==> src/eee_wake_consts.svh <==
// Offsets, field positions, reset values and timing counts for the EEE port register block.
`ifndef EEE_WAKE_CONSTS_SVH
`define EEE_WAKE_CONSTS_SVH

// Direct registers of the indirect access window.
`define IND_CTRL_ADDR     8'h6e
`define IND_OFFSET_ADDR   8'h6f
`define IND_DATA_ADDR     8'ha0

// Fields of the indirect control register.
`define IND_SPACE_HI      7
`define IND_SPACE_LO      5
`define IND_PORT_HI       3
`define IND_PORT_LO       0
`define IND_SPACE_EEE     3'h1
`define IND_CTRL_RESET    8'h00
`define IND_OFFSET_RESET  8'h00

// Indirect byte offsets inside the EEE space.
`define CAP_HI_OFF        8'h28
`define CAP_LO_OFF        8'h29
`define ERR_HI_OFF        8'h2a
`define ERR_LO_OFF        8'h2b

// Bit positions of the capability register.
`define CAP_PARTNER_10GKR_BIT  14
`define CAP_PARTNER_10GKX4_BIT 13
`define CAP_PARTNER_1GKX_BIT   12
`define CAP_PARTNER_10GT_BIT   11
`define CAP_PARTNER_1GT_BIT    10
`define CAP_PARTNER_100TX_BIT  9
`define CAP_LOCAL_BIT          1

// Reset values and the counter maximum.
`define PARTNER_CAPS_RESET 6'h00
`define LOCAL_ADV_RESET    1'b1
`define ERR_CNT_RESET      16'h0000
`define ERR_CNT_MAX        16'hffff

// Timing: core clock rate and the default wake-up error threshold.
`define CORE_CLK_KHZ      10000
`define WAKE_THRESH_NS    20500
`define WAKE_THRESH_CYC   16'((`WAKE_THRESH_NS * `CORE_CLK_KHZ) / 1000000)

`endif

==> src/eee_wake_pkg.sv <==
// Types and shared helpers for the EEE port register block.
package eee_wake_pkg;

    // Phases of one low power idle episode as seen by the wake timer.
    typedef enum logic [1:0] {
        WS_AWAKE,
        WS_LPI,
        WS_WAKING,
        WS_LATE
    } wake_state_t;

    // Partner capability flags, bit 5 is 10GBASE-KR down to bit 0 for 100BASE-TX.
    typedef logic [5:0] partner_caps_t;

    // Sixteen-bit increment that sticks at all ones instead of wrapping.
    function automatic logic [15:0] sat_inc16(input logic [15:0] v);
        sat_inc16 = (v == 16'hffff) ? v : 16'(v + 16'h0001);
    endfunction

endpackage

==> src/eee_capability_wake_error.sv <==
// EEE per-port capability status, local advertisement and wake-up error counter.
//
// Operation
// Bit 14: partner 10GBASE-KR EEE, read-only.
// Bit 13: partner 10GBASE-KX4 EEE, read-only.
// Bit 12: partner 1000BASE-KX EEE, read-only.
// Bit 11: partner 10GBASE-T EEE, read-only.
// Bit 10: partner 1000BASE-T EEE, read-only.
// Bit 9: partner 100BASE-TX EEE; flags reset zero.
// Bit 1: local 100BASE-TX advertise, writable, resets one.
// Count wakes longer than threshold, sixteen bits.
// Threshold is global, defaults to 20.5 us.
// Reading counter returns value, then clears it.
// Select EEE space and port via 0x6E.
// Offset in 0x6F, data through 0xA0.
// Counter high byte 0x2A, low 0x2B.
// Next-page exchange fills partner flags when enabled.
// Reserved capability bits read zero, ignore writes.
// Counter saturates at maximum, never wraps.
`timescale 1ns/1ps
`include "eee_wake_consts.svh"

module eee_capability_wake_error
    import eee_wake_pkg::*;
#(
    parameter logic [3:0] PORT_NUM = 4'h1
)
(
    input  wire logic        core_clk,
    input  wire logic        rst_n,
    input  wire logic        clk_en,
    input  wire logic [7:0]  reg_addr,
    input  wire logic [7:0]  reg_wdata,
    input  wire logic        reg_wr,
    input  wire logic        reg_rd,
    output logic      [7:0]  reg_rdata,
    input  wire logic        thresh_load,
    input  wire logic [15:0] thresh_value,
    input  wire logic        hw_neg_en,
    input  wire logic        np_done,
    input  wire logic [5:0]  np_partner_caps,
    input  wire logic        lpi_pin,
    input  wire logic        idle_pin,
    output logic             local_adv_100tx
);

    logic [7:0]    ind_ctrl_q;
    logic [7:0]    ind_offset_q;
    partner_caps_t partner_caps_q;
    logic [15:0]   thresh_q;
    logic [15:0]   err_cnt_q;
    logic [15:0]   err_cnt_d;
    logic [7:0]    err_lo_snap_q;
    logic [7:0]    rdata_d;
    logic          wake_err;
    logic          sel_hit;
    logic          data_wr;
    logic          data_rd;
    logic          err_hi_rd;

    // Assemble the capability word; reserved positions stay zero.
    function automatic logic [15:0] cap_word(input partner_caps_t caps, input logic local_adv);
        logic [15:0] w;
        w                           = 16'h0000;
        w[`CAP_PARTNER_10GKR_BIT]   = caps[5];
        w[`CAP_PARTNER_10GKX4_BIT]  = caps[4];
        w[`CAP_PARTNER_1GKX_BIT]    = caps[3];
        w[`CAP_PARTNER_10GT_BIT]    = caps[2];
        w[`CAP_PARTNER_1GT_BIT]     = caps[1];
        w[`CAP_PARTNER_100TX_BIT]   = caps[0];
        w[`CAP_LOCAL_BIT]           = local_adv;
        cap_word = w;
    endfunction

    // The window only opens onto this port when the EEE space and our port number match.
    assign sel_hit = (ind_ctrl_q[`IND_SPACE_HI:`IND_SPACE_LO] == `IND_SPACE_EEE) &&
                     (ind_ctrl_q[`IND_PORT_HI:`IND_PORT_LO] == PORT_NUM);
    assign data_wr   = reg_wr && (reg_addr == `IND_DATA_ADDR) && sel_hit;
    assign data_rd   = reg_rd && (reg_addr == `IND_DATA_ADDR) && sel_hit;
    assign err_hi_rd = data_rd && (ind_offset_q == `ERR_HI_OFF);

    // Window selector and offset registers.
    always_ff @(posedge core_clk or negedge rst_n) begin
        if (!rst_n) begin
            ind_ctrl_q   <= `IND_CTRL_RESET;
            ind_offset_q <= `IND_OFFSET_RESET;
        end else if (clk_en && reg_wr) begin
            if (reg_addr == `IND_CTRL_ADDR) begin
                ind_ctrl_q <= reg_wdata;
            end
            if (reg_addr == `IND_OFFSET_ADDR) begin
                ind_offset_q <= reg_wdata;
            end
        end
    end

    // Partner flags change only by the hardware next-page exchange, never by software.
    always_ff @(posedge core_clk or negedge rst_n) begin
        if (!rst_n) begin
            partner_caps_q <= `PARTNER_CAPS_RESET;
        end else if (clk_en && hw_neg_en && np_done) begin
            partner_caps_q <= np_partner_caps;
        end
    end

    // Local advertisement; only bit 1 of the low capability byte is writable.
    always_ff @(posedge core_clk or negedge rst_n) begin
        if (!rst_n) begin
            local_adv_100tx <= `LOCAL_ADV_RESET;
        end else if (clk_en && data_wr && ind_offset_q == `CAP_LO_OFF) begin
            local_adv_100tx <= reg_wdata[`CAP_LOCAL_BIT];
        end
    end

    // Threshold copy of the global setting, loaded whenever the global register is written.
    always_ff @(posedge core_clk or negedge rst_n) begin
        if (!rst_n) begin
            thresh_q <= `WAKE_THRESH_CYC;
        end else if (clk_en && thresh_load) begin
            thresh_q <= thresh_value;
        end
    end

    wake_timer u_wake_timer (
        .core_clk (core_clk),
        .rst_n    (rst_n),
        .clk_en   (clk_en),
        .lpi_pin  (lpi_pin),
        .idle_pin (idle_pin),
        .thresh   (thresh_q),
        .wake_err (wake_err)
    );

    // Read-clear counter; an error in the clearing cycle survives as a count of one.
    always_comb begin
        if (err_hi_rd) begin
            err_cnt_d = wake_err ? 16'h0001 : `ERR_CNT_RESET;
        end else if (wake_err) begin
            err_cnt_d = sat_inc16(err_cnt_q);
        end else begin
            err_cnt_d = err_cnt_q;
        end
    end

    // Reading the high byte clears the counter and parks the low byte for the next read,
    // so the two bytes always belong to the same sample.
    always_ff @(posedge core_clk or negedge rst_n) begin
        if (!rst_n) begin
            err_cnt_q     <= `ERR_CNT_RESET;
            err_lo_snap_q <= 8'h00;
        end else if (clk_en) begin
            err_cnt_q <= err_cnt_d;
            if (err_hi_rd) begin
                err_lo_snap_q <= err_cnt_q[7:0];
            end
        end
    end

    // Read data mux; unmatched addresses and offsets answer zero.
    always_comb begin
        logic [15:0] cw;
        cw      = cap_word(partner_caps_q, local_adv_100tx);
        rdata_d = 8'h00;
        if (reg_addr == `IND_CTRL_ADDR) begin
            rdata_d = ind_ctrl_q;
        end else if (reg_addr == `IND_OFFSET_ADDR) begin
            rdata_d = ind_offset_q;
        end else if (data_rd) begin
            case (ind_offset_q)
                `CAP_HI_OFF: rdata_d = cw[15:8];
                `CAP_LO_OFF: rdata_d = cw[7:0];
                `ERR_HI_OFF: rdata_d = err_cnt_q[15:8];
                `ERR_LO_OFF: rdata_d = err_lo_snap_q;
                default:     rdata_d = 8'h00;
            endcase
        end
    end

    // Read data is held until the next read.
    always_ff @(posedge core_clk or negedge rst_n) begin
        if (!rst_n) begin
            reg_rdata <= 8'h00;
        end else if (clk_en && reg_rd) begin
            reg_rdata <= rdata_d;
        end
    end
endmodule

==> src/wake_timer.sv <==
// Times each wake-up from low power idle and flags those that exceed the threshold.
`timescale 1ns/1ps
`include "eee_wake_consts.svh"

module wake_timer
    import eee_wake_pkg::*;
(
    input  wire logic        core_clk,
    input  wire logic        rst_n,
    input  wire logic        clk_en,
    input  wire logic        lpi_pin,
    input  wire logic        idle_pin,
    input  wire logic [15:0] thresh,
    output logic             wake_err
);

    logic [1:0]  lpi_sync_q;
    logic [1:0]  idle_sync_q;
    wake_state_t state_q;
    logic [15:0] wake_cnt_q;

    // Both status lines come from the PHY domain, so each passes two flops first.
    always_ff @(posedge core_clk or negedge rst_n) begin
        if (!rst_n) begin
            lpi_sync_q  <= 2'h0;
            idle_sync_q <= 2'h0;
        end else if (clk_en) begin
            lpi_sync_q  <= {lpi_sync_q[0], lpi_pin};
            idle_sync_q <= {idle_sync_q[0], idle_pin};
        end
    end

    // Episode sequencer; the counter starts when the partner leaves low power idle.
    always_ff @(posedge core_clk or negedge rst_n) begin
        if (!rst_n) begin
            state_q    <= WS_AWAKE;
            wake_cnt_q <= 16'h0000;
            wake_err   <= 1'b0;
        end else if (clk_en) begin
            wake_err <= 1'b0;
            case (state_q)
                WS_AWAKE: begin
                    if (lpi_sync_q[1]) begin
                        state_q <= WS_LPI;
                    end
                end
                WS_LPI: begin
                    wake_cnt_q <= 16'h0000;
                    if (!lpi_sync_q[1]) begin
                        state_q <= WS_WAKING;
                    end
                end
                WS_WAKING: begin
                    wake_cnt_q <= sat_inc16(wake_cnt_q);
                    if (idle_sync_q[1]) begin
                        state_q <= WS_AWAKE;
                    end else if (wake_cnt_q >= thresh) begin
                        // Reported once per episode, however long the wake drags on.
                        wake_err <= 1'b1;
                        state_q  <= WS_LATE;
                    end
                end
                WS_LATE: begin
                    if (idle_sync_q[1]) begin
                        state_q <= WS_AWAKE;
                    end
                end
                default: begin
                    state_q <= WS_AWAKE;
                end
            endcase
        end
    end
endmodule
==> config.mk <==
export PLATFORM = sky130hd
export DESIGN_NAME = eee_capability_wake_error
export DESIGN_NICKNAME = d
export VERILOG_FILES = /design/src/eee_wake_pkg.sv /design/src/eee_capability_wake_error.sv /design/src/wake_timer.sv
export VERILOG_INCLUDE_DIRS = /design/src
export SDC_FILE = /design/constraint.sdc
export NUM_CORES = 1
export LEC_CHECK = 0
export BUFFER_PORTS_ARGS = -buffer_cell sky130_fd_sc_hd__buf_2
export CAP_MARGIN = 30
export CORE_MARGIN = 2
export CORE_UTILIZATION = 37
export DETAILED_ROUTE_END_ITERATION = 10
export PLACE_DENSITY_LB_ADDON = 0.12
export SYNTH_ARGS = -nofsm -noshare
export SYNTH_HDL_FRONTEND = slang
export SYNTH_SLANG_ARGS = --single-unit
==> constraint.sdc <==
create_clock -name core_clk -period 5.5 [get_ports core_clk]
set_input_delay 0.825 -clock core_clk [delete_from_list [all_inputs] [get_ports core_clk]]
set_output_delay 0.825 -clock core_clk [all_outputs]
set_load 0.1 [all_outputs]
**Word-level counts from Yosys, hierarchy flattened**

Index checks and enable logic that the tools add are counted.

- Bits in registers: 94
- Bits of input ports: 48
- Output and inout port bits: 9
- Logic and storage cells: 77

- $add $sub $neg: 2
- Magnitude comparators: 1
- Equal/unequal tests: 20
- Muxes and demuxes: 19
- Reduce and logical (&&, ||, !) cells: 22

Operators by type and width:

| kind | number |
|---|---|
| $mux W16 | 4 |
| $add A16 B1 Y16 const B | 2 |
| $eq A16 B16 Y1 const B | 2 |
| $eq A8 B6 Y1 const B | 4 |
| $pmux W16 S2 | 1 |
| $pmux W8 S4 | 1 |
| $mux W8 | 3 |
| $eq A8 B7 Y1 const B | 2 |
| $ge A16 B16 Y1 | 1 |
| $logic_and A1 B1 Y1 | 13 |
| $mux W2 | 5 |
| $eq A8 B8 Y1 const B | 1 |
| $pmux W2 S4 | 1 |
| $ne A2 B2 Y1 const B | 3 |
| $reduce_and A2 Y1 | 3 |
| $reduce_and A3 Y1 | 2 |
| $reduce_and A5 Y1 | 1 |
| $eq A2 B2 Y1 const B | 2 |
| $eq A4 B1 Y1 const B | 1 |
| $mux W1 | 4 |
| $ne A2 B1 Y1 const B | 2 |
| $reduce_bool A2 Y1 | 2 |
| $eq A3 B1 Y1 const B | 1 |
| $ne A3 B1 Y1 const B | 1 |
| other kinds (2) | 2 |

**Logic depth before layout (Yosys ltp)**

Gate-level depths: netlist of the first run.

- Depth after elaboration: 6
- Mapped depth: 8
- Mapped depth without buffers: 7

**Cells and area by module**

From an unflattened synthesis of the first run, not the netlist that was laid out.

- Cells, all modules: 466
- Area, all modules: 5073.6 um^2

Modules (own cells, without submodules):

| module | instances | cells an instance | area each (um^2) | seq. area each (um^2) |
|---|---|---|---|---|
| eee_capability_wake_error | 1 | 298 | 3473.3 | 1784.2 |
| wake_timer | 1 | 168 | 1600.3 | 575.6 |

**Worst setup path before layout of the first run**

OpenSTA, ideal clock, no wires.

- Kind: in2reg
- From: input port reg_addr[7]
- To: register ind_ctrl_q[0]
- Setup time: 0.125 ns
- Arrival time: 2.168 ns
- Data required time: 5.375 ns
- Slack: 3.207 ns
- Stages: 6
- Buffers on the path: 1
- Path through: and4bb_2 -> nand4_2 -> or2_1 -> buf_4 -> nor2_8 -> mux2_2

- Word-level cells in the longest chain between the ends: 2

RTL lines:

| what | RTL line | RTL |
|---|---|---|
| start: declaration | eee_capability_wake_error.sv:32 | `input wire logic [7:0] reg_addr,` |
| $eq A8 B7 Y1 (no source line) | n/a |  |
| $reduce_and A2 Y1 (no source line) | n/a |  |
| end signal: assignment | eee_capability_wake_error.sv:85 | `` ind_ctrl_q <= `IND_CTRL_RESET; `` |
| end signal: assignment | eee_capability_wake_error.sv:89 | `ind_ctrl_q <= reg_wdata;` |
| end: declaration | eee_capability_wake_error.sv:47 | `logic [7:0] ind_ctrl_q;` |

Every way passes these cells.
A chain may end at the register's enable or synchronous reset.

**Final worst setup path of the first run**

- From: register ind_offset_q[1]
- To: register err_cnt_q[0]

- Word-level cells in the longest chain between the ends: 4
- Elaborated cells on any way between the ends: 6
- Classes of those cells: 2 x eq/ne; 1 x mux; 3 x reduce/logical

RTL lines:

| what | RTL line | RTL |
|---|---|---|
| start: declaration | eee_capability_wake_error.sv:48 | `logic [7:0] ind_offset_q;` |
| start signal: assignment | eee_capability_wake_error.sv:86 | `` ind_offset_q <= `IND_OFFSET_RESET; `` |
| start signal: assignment | eee_capability_wake_error.sv:92 | `ind_offset_q <= reg_wdata;` |
| $eq A8 B6 Y1 * | n/a |  |
| $logic_and A1 B1 Y1 * | eee_capability_wake_error.sv:80 | `` assign err_hi_rd = data_rd && (ind_offset_q == `ERR_HI_OFF); `` |
| $ne A2 B2 Y1 (no source line) / $reduce_bool A2 Y1 (equally long branches) | n/a |  |
| $reduce_and A3 Y1 (no source line) | n/a |  |
| end signal: assignment | eee_capability_wake_error.sv:149 | `` err_cnt_q <= `ERR_CNT_RESET; `` |
| end signal: assignment | eee_capability_wake_error.sv:152 | `err_cnt_q <= err_cnt_d;` |
| end: declaration | eee_capability_wake_error.sv:51 | `logic [15:0] err_cnt_q;` |

Mark *: on every way between the ends. The rest lies on a longest branch, timed or not.

==> results of run 1 <==
## per-layer routing
layer	share of wire (%)	routed length, um	GRT usage, %	up-vias
met5	0	0	0	-
met4	1.4	158	5.01	0
met3	4.5	500	4.39	10
met2	45	5000	24.2	71
met1	49	5350	23.0	1798
li1	-	-	-	1791
## critical path, delay by kind of cell (launching register included)
kind,cells,cell delay (ps)
AO/OA/AOI/OAI,1,330
flip-flops,1,730
AND/OR/NAND/NOR,4,1490
## logic make-up (layout without fill, tap and decap cells)
logic type               after synthesis  count (layout)
multiplexers                          54              54
flip-flops                            94              94
AND/OR/NAND/NOR                      165             165
buffers and inverters                 48             101
AO/OA/AOI/OAI                         72              72
XOR/XNOR                              23              23
adder cells (fa/ha/maj)               18              18
## how the worst max path moves through the flow
stage                                from            end  slack, ps
after global routing      ind_offset_q[1]   err_cnt_q[0]       2570
after detailed placement           clk_en   err_cnt_q[0]       2460
after CTS                 ind_offset_q[1]   err_cnt_q[0]       2790
after floorplan               reg_addr[7]  ind_ctrl_q[0]       3210
after global placement             clk_en   err_cnt_q[0]       2550
final                     ind_offset_q[1]   err_cnt_q[0]       2820
## synthesized netlist by cell type (4+ instances only)
library cell	number
nor3_1	9
nand2_1	31
xnor2_1	16
nand4_1	12
nand3_1	25
clkbuf_1	9
a211oi_1	5
dfstp_2	6
nor2b_1	6
xor2_1	7
buf_2	4
dfrtp_1	88
nor2_1	42
nor4_1	6
nor4b_1	4
mux2_2	45
or2_2	4
mux2i_1	7
o31ai_1	7
o21ai_0	21
inv_1	28
a21oi_1	18
ha_1	18
a31oi_1	4
## per-stage QoR
stage / setup WS [ps] / instance area (um2)
2_1_floorplan: 3210 / 5010
3_3_place_gp: 2550 / 5420
3_5_place_dp: 2460 / 5420
4_1_cts: 2790 / 5760
5_1_grt: 2570 / 5760
6_report: 2820 / 5760
## flip-flops by register name (all words and copies together), names as in the netlist
| register | count |
|---|---|
| err_cnt_q | 16 |
| thresh_q | 16 |
| u_wake_timer.wake_cnt_q | 16 |
| err_lo_snap_q | 8 |
| ind_ctrl_q | 8 |
| ind_offset_q | 8 |
| reg_rdata | 8 |
| partner_caps_q | 6 |
| u_wake_timer.idle_sync_q | 2 |
| u_wake_timer.lpi_sync_q | 2 |
| u_wake_timer.state_q | 2 |
| local_adv_100tx | 1 |
| u_wake_timer.wake_err | 1 |
## power breakdown
| group | switching [mW] | internal, mW |
|---|---|---|
| combinational | 0.121 | 0.0967 |
| sequential | 0.0518 | 0.751 |
| clock | 0.262 | 0.456 |
## cell type report
type | count | area [um2] | share of cell area, %
inverters | 28 | 105 | 1.83
flip-flops and latches | 94 | 2360 | 41.0
repair buffers | 57 | 290 | 5.04
clock inverters | 4 | 95.1 | 1.65
multi-input cells | 332 | 2440 | 42.4
well taps | 176 | 220 | 3.83
clock buffers | 12 | 246 | 4.28
==> flow_metrics.py, run 1 <==
metrics = {
    "synth": {
        "synth.yosys.seq_area_share_pct": 47.1,
        "netlist_area_um2": 5010,
        "synth_xor_area_share_pct": 4.02,
        "syn_area_per_cell_um2": 10.6,
        "synth-seq-cells": 94,
        "synth.area.mux_share_pct": 12.3,
        "yosysWarnings": 0,
        "yosysTopAreaCellShare_pct": 43.9,
        "synth-edff-count": 0,
        "synth_top_cell_by_area": "dfrtp_1",
        "synth-compound-area-share_pct": 9.74,
        "synth_top_family_by_area": "simple AND/OR/NAND/NOR gates",
        "synthSimpleGateAreaFrac_pct": 18.2,
        "synth_flop_cell": "dfrtp_1",
        "synth_fa_ha_area_share_pct": 4.49,
        "ys_types": 60,
        "synthArstFlopShare_pct": 100,
        "syn_nets": 540,
        "synth_area_leaders": "dfrtp_1 44%, mux2_2 10%, ha_1 4.5%",
        "syn_inst": 474,
    },
    "clock_network": {
        "clockBufferDepth": 2,
        "cts_buffers": 9,
        "cts.repair.resized": 0,
        "post_cts_buffers": 0,
        "clk_latency_ps": 350,
        "cts_hold_buffers": 0,
        "cts.sinks": 94,
        "cts_tree": "yes",
        "cts.clk_slew.worst_paths_ps": 70,
        "root_buffer": "clkbuf_16",
        "htree_levels": 3,
    },
    "setup_path": {
        "r2r-end": "err_cnt_q[0]",
        "criticalPathCategory": "reg -> reg",
        "r2r_slack_ps": 2820,
        "crit_required_ps": 5730,
        "end_kind": "flop",
        "worstPathMaxFanout": 24,
        "slowest_stage": "nor3_4",
        "r2r-start": "ind_offset_q[1]",
        "ff2ff_path_depth": 5,
        "critPathArrivalTime_ps": 2900,
        "cp_slowest_stage_delay_ps": 780,
        "crit_chain": "nor2b_1, nand3_1, nor3_4, nor2_1, a211o_1",
        "start_kind": "flop",
    },
    "placement": {
        "buffer_ports.inserted": 56,
        "place_congestion": 0.817,
        "placed_cells": 687,
        "detailed_place_hpwl_mm": 8.02,
    },
    "sta": {
        "slew_viol_final": 0,
        "max_freq_ghz": 0.373,
        "fin_worst_skew_ps": 7.92,
        "finalSetupTns_ps": 0,
        "grt_setup_unrepaired": "false",
        "min_period_ps": 2680,
        "worstMarginPinSlew_ps": 984,
        "finalSetupViolations": 0,
        "hold_viol_final": 0,
        "fin_crit_sh_pct": 48.7,
        "slew_headroom_pct": 34.2,
        "hold_ws_ps": 473,
    },
    "run": {
        "drv_cap": 0,
    },
    "global_route": {
        "grtUsageTotal_pct": 16.2,
        "grt_pass1_vias": 3563,
        "overflow": 0,
        "grt_first_pass_wirelength_mm": 18.5,
        "antenna_found_initial": 0,
        "grt_max_degree": 50,
    },
    "detailed_routing": {
        "avgViaCountPerCell": 5.22,
        "firstDrtPassIters": 4,
        "wirelength_mm": 11.0,
        "vias": 3670,
        "drtIter0Drc": 186,
        "antenna_left": 0,
        "route.detailed.drc": 0,
        "wire_per_inst_um": 15.7,
    },
    "die": {
        "num_rows": 42,
        "die_area_um2": 14500,
        "coreArea_um2": 13200,
        "start_util_pct": 37.8,
        "die_x_um": 120,
        "fp.dieH_um": 120,
        "design.portCount": 57,
    },
    "cells_and_area": {
        "drive_gt1_share_pct": 27.1,
        "layout_commonest_cell": "dfrtp_1",
        "final_util_pct": 43.5,
        "final_cell_mix": "88 x dfrtp_1, 55 x buf_2, 45 x mux2_2",
        "area_growth_pct": 14.9,
        "fin_cells": 703,
        "final_nets": 588,
        "n_fill_cell": 1283,
        "diodes": 0,
    },
    "pwr": {
        "ir_drop_uv": 163,
        "finalPower_mw": 1.74,
        "p_leak_nw": 2.73,
        "powerDensity_nw_per_um2": 302,
    },
    "min_path": {
        "hp-start": "reg_rdata[2]",
        "hold_path_end": "reg_rdata[2]",
        "hold_class": "reg -> reg",
        "hold_depth": 2,
    },
    "outcome": {
        "status": "completed",
    },
}
No activity file was read; power rests on OpenSTA's default activity.
==> run 2: changes to the inputs <==
--- a/config.mk
+++ b/config.mk
@@ -6,6 +6,7 @@
 export SDC_FILE = /design/constraint.sdc
 export NUM_CORES = 1
 export LEC_CHECK = 0
+export ABC_AREA = 1
 export BUFFER_PORTS_ARGS = -buffer_cell sky130_fd_sc_hd__buf_2
 export CAP_MARGIN = 30
 export CORE_MARGIN = 2
==> constraint.sdc (replaced) <==
create_clock -name core_clk -period 2.6 [get_ports core_clk]
set_input_delay 0.39 -clock core_clk [delete_from_list [all_inputs] [get_ports core_clk]]
set_output_delay 0.39 -clock core_clk [all_outputs]
set_load 0.1 [all_outputs]
==> run 2 against run 1 <==
Clock power grew 82%. Die area up 11%. Power is 98% higher. Area after synthesis grew 12%. Cell count up 45%. Hold slack got worse by 460 ps. Critical endpoint is now err_cnt_q[11]. Largest cell class unchanged. Highest routed layer unchanged.
==> flow_metrics.py, run 2 <==
metrics = {
    "synth": {
        "synth_flop_cell": "dfrtp_1",
        "syn_nets": 842,
        "synthSimpleGateAreaFrac_pct": 33.9,
        "synth.yosys.seq_area_share_pct": 42.1,
        "synth_top_family_by_area": "simple AND/OR/NAND/NOR gates",
        "ys_types": 35,
        "netlist_top_cells_count": "252 x nand2_1, 95 x inv_1, 94 x nor2_1, 88 x dfrtp_1, 73 x nand3_1",
        "yosysTopAreaCellShare_pct": 39.3,
        "syn_area_per_cell_um2": 7.22,
        "synth_top_cell_by_area": "dfrtp_1",
        "synthArstFlopShare_pct": 100,
        "netlist_area_um2": 5610,
        "synth_xor_area_share_pct": 2.66,
        "yosysWarnings": 0,
        "synth_area_leaders": "dfrtp_1 39%, nand2_1 17%, nand3_1 6.5%",
        "synth-compound-area-share_pct": 7.66,
        "synth-seq-cells": 94,
        "synth-edff-count": 0,
        "synth_fa_ha_area_share_pct": 4.02,
        "syn_inst": 776,
        "yosysMostFrequentCell": "nand2_1",
        "synth.area.mux_share_pct": 1.41,
    },
    "placement": {
        "post-place-ws_ps": 559,
        "detailed_place_hpwl_mm": 10.2,
        "buffer_ports.inserted": 56,
        "place_congestion": 0.895,
    },
    "global_route": {
        "grt_first_pass_wirelength_mm": 23.2,
        "overflow": 0,
        "grt_max_degree": 57,
        "grtUsageTotal_pct": 17.9,
        "antenna_found_initial": 0,
        "grt_pass1_vias": 4667,
    },
    "clock_network": {
        "cts.clk_slew.worst_paths_ps": 70,
        "cts_hold_buffers": 0,
        "cts_buffers": 9,
        "clk_latency_ps": 360,
        "root_buffer": "clkbuf_16",
        "post_cts_buffers": 0,
        "cts.sinks": 94,
        "htree_levels": 3,
        "cts.repair.resized": 0,
        "cts_tree": "yes",
        "clockBufferDepth": 2,
    },
    "run": {
        "drv_cap": 0,
    },
    "sta": {
        "max_freq_ghz": 0.487,
        "worstMarginPinSlew_ps": 766,
        "setup_ws_ps": 546,
        "hold_ws_ps": 11.4,
        "hold_viol_final": 0,
        "slew_viol_final": 0,
        "min_period_ps": 2050,
        "slew_headroom_pct": 48.9,
        "fin_worst_skew_ps": 8.93,
        "finalSetupTns_ps": 0,
        "finalSetupViolations": 0,
        "fin_crit_sh_pct": 79.0,
        "grt_setup_unrepaired": "false",
    },
    "detailed_routing": {
        "avgViaCountPerCell": 4.87,
        "firstDrtPassIters": 5,
        "antenna_left": 0,
        "drtIter0Drc": 343,
        "wire_per_inst_um": 13.4,
        "route.detailed.drc": 0,
        "vias": 4977,
        "wirelength_mm": 13.7,
    },
    "cells_and_area": {
        "n_fill_cell": 1517,
        "largest_registers": "err_cnt_q x16, thresh_q x16, u_wake_timer.wake_cnt_q x16",
        "diodes": 0,
        "final_nets": 898,
        "final_cell_mix": "252 x nand2_1, 95 x inv_1, 94 x nor2_1",
        "layout_commonest_cell": "nand2_1",
        "drive_gt1_share_pct": 13.3,
        "area_growth_pct": 13.5,
        "multi_input_area_um2": 2780,
        "final_util_pct": 43.4,
        "regArea_um2": 2360,
    },
    "setup_path": {
        "path_delay_family": "simple AND/OR/NAND/NOR gates",
        "crit_chain": "nor2_1, nand2_1, nor2_1, inv_1, nor2_1, nand4_4, nand2_2, nand2_1, nand2_1",
        "cp_slowest_stage_delay_ps": 410,
        "start_kind": "flop",
        "crit_required_ps": 2890,
        "crit_buf_inv": 1,
        "worstPathMaxFanout": 25,
        "r2r_slack_ps": 550,
        "critPathArrivalTime_ps": 2350,
        "end_kind": "flop",
        "criticalPathCategory": "reg -> reg",
        "slowest_stage": "dfrtp_1",
    },
    "die": {
        "num_rows": 44,
        "die_x_um": 127,
        "start_util_pct": 38.3,
        "coreArea_um2": 14600,
        "die_area_um2": 16200,
        "design.portCount": 57,
        "fp.dieH_um": 127,
    },
    "pwr": {
        "ir_drop_uv": 302,
        "p_int_mw": 2.39,
        "pwr-share-clk_pct": 38.1,
        "swShare_pct": 30.5,
        "powerDensity_nw_per_um2": 540,
        "p_leak_nw": 3.31,
        "p_seq_share_pct": 47.6,
        "pwr-share-comb_pct": 14.4,
        "netSwitchingPower_mw": 1.05,
    },
    "outcome": {
        "status": "completed",
    },
    "min_path": {
        "hold_class": "in -> async",
    },
}
-- run 2: changes by cell type in the layout (fill, tap and decap cells not counted), moves of 7 or more --
cell,delta
a21oi_1,+10
inv_1,+67
mux2_2,-38
mux2i_1,-7
nand2_1,+221
nand3_1,+48
nor2_1,+52
o21ai_0,+14
o31ai_1,-7
xnor2_1,-13
xor2_1,+7
-- run 2: final timing paths --
path,start,to,depth (start not counted)
max,ind_ctrl_q[6],err_cnt_q[11],9
min,rst_n,reg_rdata[5],1
max reg2reg,ind_ctrl_q[6],err_cnt_q[11],9
min reg2reg,reg_rdata[7],reg_rdata[7],2
max in group asynchronous,rst_n,thresh_q[6],2
min in group core_clk,lpi_pin,u_wake_timer.lpi_sync_q[0],3
-- run 2: logic make-up after synthesis --
logic type               count (synthesis)
AO/OA/AOI/OAI                           76
flip-flops                              94
multiplexers                             7
adder cells (fa/ha/maj)                 18
XOR/XNOR                                17
AND/OR/NAND/NOR                        450
buffers and inverters                  114
-- run 2: final cells by class --
cell class              instances  area share [%]
repair buffers                 61            5.23
clock inverters                 7            1.00
inverters                      98            5.78
clock buffers                   9            3.54
flip-flops and latches         94            37.1
multi-input cells             568            43.7
well taps                     184            3.62
-- run 2: worst register-to-register path, cell delays in order (launching register included) --
cell     delay, ps
dfrtp_1        410
nor2_1         110
nand2_1         60
nor2_1         170
inv_1           80
nor2_1         220
nand4_4        390
nand2_2        370
nand2_1        100
nand2_1         60
-- run 2: power groups by stage --
| stage | registers, mW | logic, mW | clock network, mW |
|---|---|---|---|
| floorplan | 1.64 | 0.347 | 0 |
| finish | 1.63 | 0.493 | 1.31 |
| CTS | 1.63 | 0.502 | 1.36 |
| detailed placement | 1.66 | 0.495 | 0 |
| global route | 1.64 | 0.565 | 1.41 |
| global placement | 1.66 | 0.483 | 0 |
-- run 2: routing by layer --
metal	part of all wire (%)	GRT usage [%]
met1	47	23.4
met2	48	29.8
met3	4.0	3.48
met4	1.6	6.27
met5	0	0
-- run 2: metrics by stage --
step / power (mW) / area [um2] / std cells
floorplan: 1.99 / 5610 / 776
global placement: 2.14 / 6070 / 1005
detailed placement: 2.16 / 6070 / 1005
CTS: 3.49 / 6360 / 1021
global route: 3.62 / 6360 / 1021
finish: 3.44 / 6360 / 1021
